`config.mk`:
```
export PLATFORM = sky130hd
export DESIGN_NAME = dc_braking_sequencer
export DESIGN_NICKNAME = d
export VERILOG_FILES = /design/src/dc_brake_pkg.sv /design/src/dc_braking_sequencer.sv
export VERILOG_INCLUDE_DIRS = /design/src
export SDC_FILE = /design/constraint.sdc
export NUM_CORES = 1
export LEC_CHECK = 0
export CAP_MARGIN = 0
export CORE_ASPECT_RATIO = 1.25
export CORE_UTILIZATION = 49
export CTS_CLUSTER_SIZE = 28
export DETAILED_ROUTE_END_ITERATION = 10
export DONT_BUFFER_PORTS = 1
export HOLD_SLACK_MARGIN = 0.02
export PLACE_DENSITY = 0.66
export SLEW_MARGIN = 10
export SYNTH_ARGS = -nofsm -noshare
export SYNTH_HDL_FRONTEND = slang
export SYNTH_SLANG_ARGS = --single-unit
```
`constraint.sdc`:
```
create_clock -name ref_clk_i -period 2.3 [get_ports ref_clk_i]
set_input_delay 0 -clock ref_clk_i [delete_from_list [all_inputs] [get_ports ref_clk_i]]
set_output_delay 0 -clock ref_clk_i [all_outputs]
set_load 0.02 [all_outputs]
```
`src/dc_brake_defines.svh`:
```
// Purpose: Offsets, field positions, reset values and timing counts of the DC brake sequencer.
// Assumes: 125 MHz system clock.
// Notes: Included by the design and by the testbench.
`ifndef DC_BRAKE_DEFINES_SVH
`define DC_BRAKE_DEFINES_SVH
`define CLK_FREQ_HZ 125000000
`define BRAKE_DURATION_DEFAULT_MS 1000
`define BRAKE_DURATION_DEFAULT_CYC ((`CLK_FREQ_HZ / 1000) * `BRAKE_DURATION_DEFAULT_MS)
`define DEMAG_DEFAULT_MS 100
`define DEMAG_DEFAULT_CYC ((`CLK_FREQ_HZ / 1000) * `DEMAG_DEFAULT_MS)
`define ADDR_CTRL 8'h00
`define ADDR_DURATION 8'h04
`define ADDR_DEMAG 8'h08
`define ADDR_START_SPEED 8'h0c
`define ADDR_STATUS 8'h10
`define ADDR_SPEED 8'h14
`define CTRL_MODE_LSB 0
`define CTRL_ACT_BIT 8
`define CTRL_SRC_BIT 9
`define MODE_OFF 8'h00
`define MODE_GENERAL 8'h04
`define MODE_STOP 8'h05
`define MODE_SPEED 8'h0e
`define STAT_ACT_BIT 11
`define START_SPEED_DEFAULT 32'h00000000
`define DIN_BRAKE_BIT 3
`endif

```
`src/dc_brake_pkg.sv`:
```
// Purpose: Types shared by the DC brake sequencer.
// Assumes: Nothing beyond the defines header.
// Notes: Holds the state enumeration.
package dc_brake_pkg;
    typedef enum logic [2:0] {
        ST_RUN,
        ST_RAMP,
        ST_DEMAG,
        ST_INJECT,
        ST_COAST
    } brake_state_e;
endpackage : dc_brake_pkg

```
`src/dc_braking_sequencer.sv`:
```
// Purpose: Decides when the drive applies DC braking and when it returns to normal operation.
// Assumes: Classic Wishbone slave, one clock, synchronous active-low reset.
// Notes: Registers: control, duration, demag time, start speed, status, speed readback.
//
// Decided for this implementation: the Wishbone interface to the registers and the register addresses.
`timescale 1ns/1ps
`include "dc_brake_defines.svh"
module dc_braking_sequencer
    import dc_brake_pkg::*;
(
    input wire logic ref_clk_i,
    input wire logic rstn_i,
    input wire logic wb_cyc_i,
    input wire logic wb_stb_i,
    input wire logic wb_we_i,
    input wire logic [7:0] wb_adr_i,
    input wire logic [31:0] wb_dat_i,
    input wire logic [3:0] wb_sel_i,
    output logic [31:0] wb_dat_o,
    output logic wb_ack_o,
    input wire logic [31:0] motor_speed_i,
    input wire logic induction_motor_i,
    input wire logic [15:0] digital_input_word_i,
    input wire logic fault_brake_i,
    input wire logic ramp_stop_cmd_i,
    input wire logic fast_stop_cmd_i,
    output logic ramp_down_o,
    output logic coast_stop_cmd_o,
    output logic brake_current_en_o,
    output logic brake_active_o
);

    logic [7:0] brake_mode_select_reg;
    logic brake_activate_reg;
    logic brake_activate_source_reg;
    logic [31:0] brake_duration_setting_reg;
    logic [31:0] demag_time_reg;
    logic [31:0] brake_start_speed_reg;
    logic [31:0] count_reg;
    logic armed_reg;
    logic from_stop_reg;
    logic from_fault_reg;
    brake_state_e state_reg;
    logic act_in;
    logic above;
    logic below;
    logic wr;
    logic stop_cmd;

    function automatic logic [31:0] merge(input logic [31:0] old_v, input logic [31:0] new_v,
                                          input logic [3:0] sel);
        logic [31:0] r;
        r = old_v;
        for (int i = 0; i < 4; i++) begin
            if (sel[i]) begin
                r[i*8 +: 8] = new_v[i*8 +: 8];
            end
        end
        return r;
    endfunction : merge

    function automatic logic mode_ok(input logic [7:0] m);
        return (m == `MODE_OFF) || (m == `MODE_GENERAL) || (m == `MODE_STOP) ||
               (m == `MODE_SPEED);
    endfunction : mode_ok

    assign wr = wb_cyc_i && wb_stb_i && wb_we_i && !wb_ack_o;
    assign act_in = brake_activate_source_reg ? digital_input_word_i[`DIN_BRAKE_BIT]
                                              : brake_activate_reg;
    assign above = motor_speed_i > brake_start_speed_reg;
    assign below = motor_speed_i < brake_start_speed_reg;
    assign stop_cmd = ramp_stop_cmd_i || fast_stop_cmd_i;

    // Bus acknowledge, one cycle after the request, dropped the cycle after.
    always_ff @(posedge ref_clk_i) begin
        if (!rstn_i) begin
            wb_ack_o <= 1'b0;
        end else begin
            wb_ack_o <= wb_cyc_i && wb_stb_i && !wb_ack_o;
        end
    end

    // Configuration registers.
    always_ff @(posedge ref_clk_i) begin
        if (!rstn_i) begin
            brake_mode_select_reg <= `MODE_OFF;
            brake_activate_reg <= 1'b0;
            brake_activate_source_reg <= 1'b0;
            brake_duration_setting_reg <= 32'(`BRAKE_DURATION_DEFAULT_CYC);
            demag_time_reg <= 32'(`DEMAG_DEFAULT_CYC);
            brake_start_speed_reg <= `START_SPEED_DEFAULT;
        end else if (wr) begin
            unique case (wb_adr_i)
                `ADDR_CTRL: begin
                    if (wb_sel_i[0] && mode_ok(wb_dat_i[7:0])
                        && (induction_motor_i || wb_dat_i[7:0] == `MODE_OFF)) begin
                        brake_mode_select_reg <= wb_dat_i[7:0];
                    end
                    if (wb_sel_i[1]) begin
                        brake_activate_reg <= wb_dat_i[`CTRL_ACT_BIT];
                        brake_activate_source_reg <= wb_dat_i[`CTRL_SRC_BIT];
                    end
                end
                `ADDR_DURATION: begin
                    brake_duration_setting_reg <= merge(brake_duration_setting_reg,
                                                        wb_dat_i, wb_sel_i);
                end
                `ADDR_DEMAG: begin
                    demag_time_reg <= merge(demag_time_reg, wb_dat_i, wb_sel_i);
                end
                `ADDR_START_SPEED: begin
                    brake_start_speed_reg <= merge(brake_start_speed_reg, wb_dat_i, wb_sel_i);
                end
                default: begin
                end
            endcase
        end
    end

    // Read data.
    always_ff @(posedge ref_clk_i) begin
        if (!rstn_i) begin
            wb_dat_o <= 32'h00000000;
        end else if (wb_cyc_i && wb_stb_i && !wb_we_i && !wb_ack_o) begin
            unique case (wb_adr_i)
                `ADDR_CTRL: wb_dat_o <= {22'h000000, brake_activate_source_reg,
                                         brake_activate_reg, brake_mode_select_reg};
                `ADDR_DURATION: wb_dat_o <= brake_duration_setting_reg;
                `ADDR_DEMAG: wb_dat_o <= demag_time_reg;
                `ADDR_START_SPEED: wb_dat_o <= brake_start_speed_reg;
                `ADDR_STATUS: wb_dat_o <= {20'h00000, act_in, 8'h00, 3'(state_reg)};
                `ADDR_SPEED: wb_dat_o <= motor_speed_i;
                default: wb_dat_o <= 32'h00000000;
            endcase
        end
    end

    // Arming for the speed threshold mode: speed must first exceed the start speed.
    always_ff @(posedge ref_clk_i) begin
        if (!rstn_i) begin
            armed_reg <= 1'b0;
        end else if (above) begin
            armed_reg <= 1'b1;
        end else if (state_reg == ST_DEMAG) begin
            armed_reg <= 1'b0;
        end
    end

    // Braking sequence.
    always_ff @(posedge ref_clk_i) begin
        if (!rstn_i) begin
            state_reg <= ST_RUN;
            count_reg <= 32'h00000000;
            from_stop_reg <= 1'b0;
            from_fault_reg <= 1'b0;
        end else begin
            unique case (state_reg)
                ST_RUN: begin
                    count_reg <= demag_time_reg;
                    from_stop_reg <= 1'b0;
                    from_fault_reg <= 1'b0;
                    if (brake_mode_select_reg != `MODE_OFF) begin
                        if (fault_brake_i) begin
                            state_reg <= ST_RAMP;
                            from_fault_reg <= 1'b1;
                        end else if (stop_cmd && (brake_mode_select_reg == `MODE_STOP ||
                                                  act_in)) begin
                            state_reg <= ST_RAMP;
                            from_stop_reg <= 1'b1;
                        end else if (brake_mode_select_reg == `MODE_SPEED) begin
                            if (armed_reg && below && act_in) begin
                                state_reg <= ST_DEMAG;
                            end
                        end else if (brake_mode_select_reg == `MODE_GENERAL && act_in) begin
                            state_reg <= ST_DEMAG;
                        end
                    end
                end
                ST_RAMP: begin
                    count_reg <= demag_time_reg;
                    if (!below && motor_speed_i != brake_start_speed_reg) begin
                        state_reg <= ST_RAMP;
                    end else begin
                        state_reg <= ST_DEMAG;
                    end
                end
                ST_DEMAG: begin
                    if (count_reg <= 32'h00000001) begin
                        count_reg <= brake_duration_setting_reg;
                        state_reg <= ST_INJECT;
                    end else begin
                        count_reg <= count_reg - 32'h00000001;
                    end
                end
                ST_INJECT: begin
                    if (count_reg <= 32'h00000001) begin
                        state_reg <= (from_stop_reg || from_fault_reg) ? ST_COAST
                                                                        : ST_RUN;
                    end else if (!from_stop_reg && !from_fault_reg && !act_in) begin
                        state_reg <= ST_RUN;
                    end else begin
                        count_reg <= count_reg - 32'h00000001;
                    end
                end
                ST_COAST: begin
                    if (!stop_cmd && !fault_brake_i) begin
                        state_reg <= ST_RUN;
                    end
                end
                default: begin
                    state_reg <= ST_RUN;
                end
            endcase
        end
    end

    // Outputs to the power stage and ramp generator.
    always_ff @(posedge ref_clk_i) begin
        if (!rstn_i) begin
            ramp_down_o <= 1'b0;
            coast_stop_cmd_o <= 1'b0;
            brake_current_en_o <= 1'b0;
            brake_active_o <= 1'b0;
        end else begin
            ramp_down_o <= (state_reg == ST_RAMP);
            coast_stop_cmd_o <= (state_reg == ST_DEMAG) || (state_reg == ST_COAST);
            brake_current_en_o <= (state_reg == ST_INJECT);
            brake_active_o <= (state_reg == ST_DEMAG) || (state_reg == ST_INJECT);
        end
    end

endmodule : dc_braking_sequencer

```
==> impl_metrics.yaml, run 1 <==
sta:
  setup_viol: 0
  worstMarginPinSlew_ns: 0.825
  maxSlewViolCount: 0
  slew_headroom_pct: 45.0
  fin_setup_tns_ns: 0
  fin_worst_skew_ns: 0.00621
  rsz0062_at_grt: "true"
  min_period_over_period_pct: 98.8
  fmax_ghz: 0.440
  layout_setup_ws_ns: 0.0280
  hold_violations: 0
  period_needed_ns: 2.27
route:
  first_pass_iters: 5
  wl_per_cell_microns: 22.2
  drc: 0
  first_iter_violations: 929
  wl_microns: 33100
  viasPerCell: 6.37
  vias: 9533
  ant_nets: 0
synth:
  synth-edff-count: 0
  synth-seq-cells: 181
  synth_top_area_share_pct: 38.1
  synthArstFlopShare_pct: 0
  yosysSeqAreaShare_pct: 38.1
  avgSynthCellArea_sq_um: 8.68
  ys_warn_count: 0
  synth.area.top_cells: "dfxtp_1 (38%), mux2i_1 (11%), nor2_1 (6.0%), ha_1 (4.5%), nand2_1 (3.4%)"
  ys.flop_type: "dfxtp_1"
  synth_area_sq_um: 9520
  syn_inst: 1096
  synth_cell_types: 69
  synth_nets: 1231
  synth_area_leader_cell: "dfxtp_1"
die:
  die_w_microns: 127
  rows: 56
  fp.dieH_microns: 158
  core-area_sq_um: 18900
  ioPinCount: 138
  start_util_pct: 50.3
  die_area_sq_um: 20000
power_and_ir_drop:
  swShare_pct: 23.7
  leakagePower_nw: 4.92
  power_density_nw_per_um2: 555
  finalPower_mw: 6.82
  clock_power_share_pct: 46.6
  p_switching_mw: 1.61
  vdd_drop_max_v: 0.000541
  power_frac_seq_pct: 46.4
  power.internal_mw: 5.21
  pwr-share-comb_pct: 7.0
place:
  dp_hpwl_microns: 22100
  port_buffers: 0
  pre_cts_slack_ns: -0.0402
  numPlacedInstances: 1364
  gp_congestion: 0.985
final_layout:
  syn2layout_area_growth_pct: 29.1
  final_core_util_pct: 64.9
  final_common_cell: "dfxtp_1"
  fillers: 1572
  layout-drive-gt1-share_pct: 17.9
  nNetsFinal: 1387
  final_cell_mix: "dfxtp_1 (172), nor2_1 (149), mux2i_1 (106)"
  fin_cells: 1496
  diodes: 0
worst_setup_path:
  cp-end-kind: "register"
  worstPathMaxFanout: 3
  start_kind: "register"
  worstPathRequired_ns: 2.66
  path_cells: "inv_1, ha_1, nand4_1, nor4_4, buf_4, a21boi_4, o31ai_4, a2111o_1, a31oi_1"
  path_class: "reg2reg"
  crit_arrival_ns: 2.63
  crit_slowest_cell: "a2111o_1"
  slowest_delay_ns: 0.37
clocking:
  cts_buffer_depth: 2
  clkLatencyLatePin_ns: 0.43
  htree_levels: 4
  clkSlewWorstSetupHoldPaths_ns: 0.07
  cts_tree: "yes"
  root_buffer: "clkbuf_16"
  cts_inserted_buffers: 17
  cts_sinks: 181
grt:
  grt_pass1_vias: 9364
  grt.overflow.total: 0
  grt_pass1_wl_microns: 50800
  track_usage_pct: 32.9
  grt_max_degree: 48
  antenna_found_initial: 2
hold_path:
  hold_class: "in2reg"
run_status:
  status: "complete, no violations"
flow_run:
  maxCapViolCount: 0
power by group through the flow:
stage                     combinational [mW]  sequential, mW  clock, mW
after floorplan                        0.222            3.24          0
after global routing                   0.506            3.17       3.33
final                                  0.475            3.17       3.18
after detailed placement               0.293            3.24          0
after global placement                 0.291            3.24          0
after CTS                              0.444            3.17       3.19
worst paths after layout:
kind                             startpoint  slack (ns)                  to  cells past startpoint
setup / recovery  brake_start_speed_reg[18]        0.03        state_reg[0]                      9
setup reg to reg  brake_start_speed_reg[18]        0.03        state_reg[0]                      9
hold reg to reg          demag_time_reg[12]        0.49  demag_time_reg[12]                      2
hold / removal                  wb_adr_i[3]        0.03        wb_dat_o[27]                      4
logic make-up (layout without fill, tap and decap cells):
family,after synthesis,after routing,share of synthesized area [%]
fa+ha+maj,34,34,4.47
buf+inv,108,276,4.71
xor+xnor,2,2,0.184
simple gates,385,385,19.6
compound gates,258,258,19.2
flops,181,181,38.1
mux,128,128,13.8
cell usage after synthesis, types with 3 or more instances:
| cell | n |
|---|---|
| dfxtp_1 | 181 |
| nor2_1 | 151 |
| mux2i_1 | 106 |
| nand2_1 | 85 |
| a21oi_1 | 52 |
| o21ai_0 | 49 |
| clkbuf_1 | 44 |
| inv_1 | 41 |
| ha_1 | 34 |
| a2bb2oi_1 | 29 |
| nor3_1 | 28 |
| nand3_1 | 27 |
| mux2_2 | 22 |
| a222oi_1 | 21 |
| nand4_1 | 18 |
| a31oi_1 | 16 |
| a22o_1 | 15 |
| buf_2 | 13 |
| nor4_1 | 13 |
| and2_1 | 9 |
| or3_1 | 9 |
| o2bb2ai_1 | 7 |
| a221oi_1 | 6 |
| a32o_1 | 6 |
| o211ai_1 | 6 |
| o21ai_1 | 6 |
| o22ai_1 | 6 |
| o31ai_1 | 6 |
| or4_1 | 6 |
| a22oi_1 | 5 |
| and3_1 | 5 |
| nand2b_1 | 5 |
| nor4_2 | 5 |
| a21o_1 | 4 |
| and4_1 | 4 |
| nor3_2 | 4 |
| o21a_1 | 4 |
| a21boi_0 | 3 |
| a41oi_1 | 3 |
| buf_1 | 3 |
| buf_4 | 3 |
critical path: cells and delay by family, from the launching register on:
| family | cells | cell delay, ns |
|---|---|---|
| flip-flops | 1 | 0.36 |
| adder cells (fa/ha/maj) | 1 | 0.29 |
| AND/OR/NAND/NOR | 2 | 0.52 |
| AO/OA/AOI/OAI | 4 | 0.82 |
| buffers and inverters | 2 | 0.22 |
final cells by class:
type	count	area (sq um)	share of cell area, %
Clock buffer	18	429	3.49
Sequential cell	181	3640	29.6
Multi-Input combinational cell	807	5660	46.1
Timing Repair Buffer	202	1910	15.5
Inverter	43	164	1.33
Clock inverter	13	191	1.56
Tap cell	232	290	2.36
per-stage QoR:
stage	cell area [sq um]	hold WS, ns
after floorplan	9520	0.122
after detailed placement	10400	0.0742
final	12300	0.0271
after CTS	11900	0.0211
after global placement	10400	0.0648
after global routing	12300	0.0407
routing by layer:
layer / part of all wire (%) / GRT usage, % / up-vias
li1: - / - / 4356
met1: 41 / 41.1 / 4573
met2: 46 / 53.0 / 504
met3: 9.2 / 8.21 / 98
met4: 3.8 / 16.1 / 2
met5: 0.039 / 0 / -
what timing repair did:
| action | 4_1_cts | 5_1_grt |
|---|---|---|
| pin swaps | 1 | 19 |
| gates resized for setup | 5 | 55 |
| endpoints found under the setup margin | 2 | 36 |
| setup buffers | 0 | 16 |
| endpoints found under the hold margin | 157 | 0 |
| hold buffers | 81 | 0 |
| gates cloned | 0 | 4 |
Power figures use the tool's default switching activity.
==> inputs of run 2 (changes only) <==
--- a/config.mk
+++ b/config.mk
@@ -12,7 +12,7 @@
 export CTS_CLUSTER_SIZE = 28
 export DETAILED_ROUTE_END_ITERATION = 10
 export DONT_BUFFER_PORTS = 1
-export HOLD_SLACK_MARGIN = 0.02
+export HOLD_SLACK_MARGIN = 0.05
 export PLACE_DENSITY = 0.66
 export SLEW_MARGIN = 10
 export SYNTH_ARGS = -nofsm -noshare
==> run 2 against run 1 <==
  * Critical path type unchanged
  * Core utilization is essentially flat
  * Non-clock buffer count is the same
  * Cell area is essentially flat
  * Highest routed layer unchanged
  * Hold slack gained 0.038 ns
==> impl_metrics.yaml, run 2 (synthesis gave the netlist of run 1 again) <==
run_status:
  status: "complete, no violations"
hold_path:
  worstHoldStart: "wb_adr_i[3]"
  hold_class: "in2reg"
  whs_endpoint: "wb_dat_o[4]"
  whs_path_depth: 5
grt:
  track_usage_pct: 33.1
  antenna_found_initial: 2
  grt_max_degree: 48
  grt_pass1_vias: 9363
  grt_pass1_wl_microns: 51000
  grt.overflow.total: 0
power_and_ir_drop:
  power_frac_seq_pct: 46.4
  leakagePower_nw: 4.91
  clock_power_share_pct: 46.5
  pwr-share-comb_pct: 7.1
  power.internal_mw: 5.21
  power_density_nw_per_um2: 555
  p_switching_mw: 1.62
  swShare_pct: 23.7
  vdd_drop_max_v: 0.000540
worst_setup_path:
  worstPathMaxFanout: 3
  rrSetupSlack_ns: 0.02
  rr_startpoint: "brake_start_speed_reg[21]"
  crit_arrival_ns: 2.64
  cp-end-kind: "register"
  ff2ff_path_depth: 8
  path_class: "reg2reg"
  worstPathRequired_ns: 2.66
  start_kind: "register"
  r2r_end: "state_reg[0]"
final_layout:
  design_area_sq_um: 12300
  final_cell_mix: "dfxtp_1 (172), nor2_1 (149), mux2i_1 (106)"
  final_common_cell: "dfxtp_1"
  fin_cells: 1496
  nNetsFinal: 1387
  diodes: 0
  syn2layout_area_growth_pct: 29.2
  layout-drive-gt1-share_pct: 17.8
die:
  ioPinCount: 138
  die_w_microns: 127
  core-area_sq_um: 18900
  fp.dieH_microns: 158
  start_util_pct: 50.3
  die_area_sq_um: 20000
  rows: 56
clocking:
  cts_tree: "yes"
  clkSlewWorstSetupHoldPaths_ns: 0.07
  clkLatencyLatePin_ns: 0.43
  root_buffer: "clkbuf_16"
  cts_sinks: 181
  htree_levels: 4
  cts_buffer_depth: 2
  cts_inserted_buffers: 17
sta:
  fin_worst_skew_ns: 0.00573
  period_needed_ns: 2.28
  fin_setup_tns_ns: 0
  hold_violations: 0
  worstMarginPinSlew_ns: 0.852
  setup_viol: 0
  fmax_ghz: 0.438
  min_period_over_period_pct: 99.2
  rsz0062_at_grt: "true"
  maxSlewViolCount: 0
  slew_headroom_pct: 43.2
place:
  numPlacedInstances: 1364
  gp_congestion: 0.985
  dp_hpwl_microns: 22100
  dpl_cell_area_sq_um: 10400
  port_buffers: 0
route:
  drc: 0
  vias: 9501
  wl_microns: 33200
  wl_per_cell_microns: 22.2
  ant_nets: 0
  first_iter_violations: 950
  viasPerCell: 6.35
  first_pass_iters: 6
flow_run:
  maxCapViolCount: 0
-- run 2: cell types whose count changed in the layout (fill, tap and decap cells not counted) --
cell | before | now
nor3_4 | 1 | 0
buf_12 | 9 | 10
dlygate4sd3_1 | 80 | 81
nor3_2 | 4 | 5
buf_4 | 97 | 95
-- run 2: worst max-delay path: stages, from the launching register on --
cell and delay (ns):
dfxtp_1 0.35, inv_1 0.05, ha_1 0.29, nand4_1 0.18, or3_1 0.46, o22ai_2 0.19, o21ai_2 0.13, a2111o_1 0.42
a31oi_1 0.15
-- run 2: how the worst max path moves through the flow --
| stage | to | start | slack (ns) | cells after the start |
|---|---|---|---|---|
| 2_1_floorplan | count_reg[30] | count_reg[0] | 0.04 | 8 |
| 3_3_place_gp | state_reg[0] | brake_start_speed_reg[26] | -0.02 | 8 |
| 3_5_place_dp | state_reg[0] | brake_start_speed_reg[25] | -0.04 | 8 |
| 4_1_cts | state_reg[0] | brake_start_speed_reg[25] | 0.003 | 10 |
| 5_1_grt | state_reg[0] | brake_start_speed_reg[18] | -0.12 | 9 |
| 6_report | state_reg[0] | brake_start_speed_reg[21] | 0.02 | 8 |
-- run 2: repair_timing --
item / CTS / global route
gates resized for setup: 5 / 54
endpoints found under the setup margin: 2 / 35
setup buffers: 0 / 14
gates cloned: 0 / 4
endpoints found under the hold margin: 163 / 0
pin swaps: 1 / 19
hold buffers: 83 / 0
-- run 2: power groups by stage --
stage          logic (mW)  registers [mW]  clock network, mW
3_3_place_gp        0.291            3.24                  0
6_report            0.487            3.17               3.18
4_1_cts             0.460            3.17               3.19
3_5_place_dp        0.293            3.24                  0
5_1_grt             0.520            3.17               3.32
2_1_floorplan       0.222            3.24                  0
-- run 2: stage by stage --
step	setup WS [ns]	total power [mW]	hold slack [ns]	utilization, %
6_report	0.0184	6.83	0.0650	65.0
5_1_grt	-0.123	7.01	0.0621	65.0
4_1_cts	0.00284	6.82	0.0500	63.0
3_5_place_dp	-0.0402	3.53	0.0742	55.1
3_3_place_gp	-0.0228	3.53	0.0648	55.1
2_1_floorplan	0.0388	3.46	0.122	-
-- run 2: final cells by class --
type,instances,area (sq um)
Clock buffer,18,429
Fill cell,1564,6620
Inverter,43,164
Sequential cell,181,3640
Timing Repair Buffer,202,1920
Clock inverter,13,191
Multi-Input combinational cell,807,5660
Tap cell,232,290
-- run 2: metal layers --
metal	vias to the layer above	global-route usage, %	share of wire (%)
met5	-	0	0.042
met4	2	16.5	3.9
li1	4357	-	-
met1	4491	41.5	41
met3	108	8.01	9.3
met2	543	53.2	46
==> inputs of run 3 (changes only) <==
--- a/config.mk
+++ b/config.mk
@@ -14,6 +14,7 @@
 export DONT_BUFFER_PORTS = 1
 export HOLD_SLACK_MARGIN = 0.05
 export PLACE_DENSITY = 0.66
+export SETUP_SLACK_MARGIN = 0.3
 export SLEW_MARGIN = 10
 export SYNTH_ARGS = -nofsm -noshare
 export SYNTH_HDL_FRONTEND = slang
==> run 3 against run 2 <==
  * Clock skew increased by 0.0098 ns
  * Sequential share of layout area down 1.4 points
  * Core utilization increased by 3.6 points
  * Register-to-register slack is essentially flat
  * Largest power group is now sequential cells
  * Combinational power rose by 8.0%
  * Highest routed layer is now met4
==> impl_metrics.yaml, run 3 (synthesis gave the netlist of run 1 again) <==
final_layout:
  nNetsFinal: 1388
  syn2layout_area_growth_pct: 36.3
  layout-drive-gt1-share_pct: 23.8
  final_cell_mix: "dfxtp_1 (159), nor2_1 (146), mux2i_1 (106)"
  final_common_cell: "dfxtp_1"
  fin_cells: 1500
sta:
  period_needed_ns: 2.29
  maxSlewViolCount: 0
  fin_worst_skew_ns: 0.0156
  setup_viol: 0
  worstMarginPinSlew_ns: 0.547
  hold_violations: 0
  slew_headroom_pct: 63.5
  rsz0062_at_grt: "true"
  layout_setup_ws_ns: 0.0141
  whs_ns: 0.0591
  fmax_ghz: 0.437
  min_period_over_period_pct: 99.4
route:
  ant_nets: 0
  first_pass_iters: 6
  wl_microns: 36000
  drc: 0
  viasPerCell: 6.62
  vias: 9926
  wl_per_cell_microns: 24.0
  first_iter_violations: 1199
power_and_ir_drop:
  finalPower_mw: 6.50
  leakagePower_nw: 5.09
  vdd_drop_max_v: 0.000505
  power_density_nw_per_um2: 501
hold_path:
  hold_class: "in2reg"
  worstHoldStart: "wb_adr_i[3]"
  whs_path_depth: 5
worst_setup_path:
  cp-end-kind: "register"
  worstSetupPathDepth: 10
  rr_startpoint: "count_reg[19]"
  crit_arrival_ns: 2.59
  worstPathRequired_ns: 2.60
  crit_start: "count_reg[19]"
  critical_path.most_common_cell: "buf_6"
  slowest_delay_ns: 0.35
  path_class: "reg2reg"
  crit_slowest_cell: "dfxtp_1"
  start_kind: "register"
  ff2ff_path_depth: 10
  path_cells: "nor3_2, nand4_1, buf_6, buf_4, o41ai_4, buf_6, buf_16, nor4_1, o21ai_1, a21oi_1"
  cp.buffers_inverters: 4
  path_delay_family: "buffers and inverters"
  worstPathMaxFanout: 15
grt:
  grt_pass1_vias: 9509
  grt_max_degree: 69
  antenna_found_initial: 2
  grt_pass1_wl_microns: 53900
  grt.overflow.total: 0
  track_usage_pct: 35.3
place:
  dp_hpwl_microns: 21300
  gp_congestion: 0.918
  pre_cts_slack_ns: -0.000582
  numPlacedInstances: 1328
  port_buffers: 0
flow_run:
  maxCapViolCount: 0
clocking:
  clkSlewWorstSetupHoldPaths_ns: 0.08
  root_buffer: "clkbuf_16"
  cts_buffer_depth: 2
  cts_sinks: 181
  htree_levels: 4
  clkLatencyLatePin_ns: 0.44
  cts_inserted_buffers: 17
  cts_tree: "yes"
die:
  die_area_sq_um: 20000
  die_w_microns: 127
  ioPinCount: 138
  start_util_pct: 50.3
  fp.dieH_microns: 158
  core-area_sq_um: 18900
  rows: 56
run_status:
  status: "complete, no violations"
-- run 3: changes by cell type in the layout (fill, tap and decap cells not counted), sizes merged, moves of 2 or more --
cell	delta
clkinvlp	+3
clkbuf	+2
buf	-2
bufinv	-4
diode	+2
-- run 3: area by class of cell --
class                      instances  area [sq um]
antenna                            2          5.00
clock buffer                      18           429
clock inverter                    14           116
fill                            1398          5950
inverter                          43           164
multi-input combinational        807          6050
sequential                       181          3660
tap                              232           290
timing repair buffer             203          2260
-- run 3: power by group --
| part | switching, mW | internal (mW) |
|---|---|---|
| Sequential | 0.0254 | 3.15 |
| Combinational | 0.277 | 0.249 |
| Clock | 1.38 | 1.42 |
-- run 3: per-layer routing --
metal	vias to the layer above	global-route usage, %	wire length, microns
met5	-	0	0
met4	0	18.3	1790
met2	588	57.8	16800
li1	4386	-	-
met1	4816	44.1	14000
met3	136	7.10	3370
-- run 3: final timing paths --
kind                   endpoint  slack (ns)
setup / recovery  count_reg[29]        0.01
hold / removal      wb_dat_o[7]        0.06
setup reg to reg  count_reg[29]        0.01
hold reg to reg   count_reg[20]        0.49
-- run 3: repair_timing --
action / CTS / global route
hold buffers: 83 / 1
setup buffers: 33 / 4
setup endpoints to repair: 37 / 106
gates resized for setup: 111 / 46
cloned: 12 / 5
pin swaps: 56 / 39
endpoints found under the hold margin: 158 / 1
-- run 3: per-stage QoR --
step / TNS (ns) / area, sq um / utilization (%)
3_5_place_dp: -0.000582 / 10200 / 54.0
6_report: 0 / 13000 / 68.6
4_1_cts: 0 / 12600 / 66.7
5_1_grt: -1.12 / 13000 / 68.6
2_1_floorplan: 0 / 9670 / -
3_3_place_gp: 0 / 10200 / 54.0
-- run 3: worst min-delay path, cell delays in order --
cell and delay, ns:
mux2i_1 0.05, o2bb2ai_1 0.14, a221oi_1 0.06, a2bb2oi_1 0.14
nor2_1 0.07
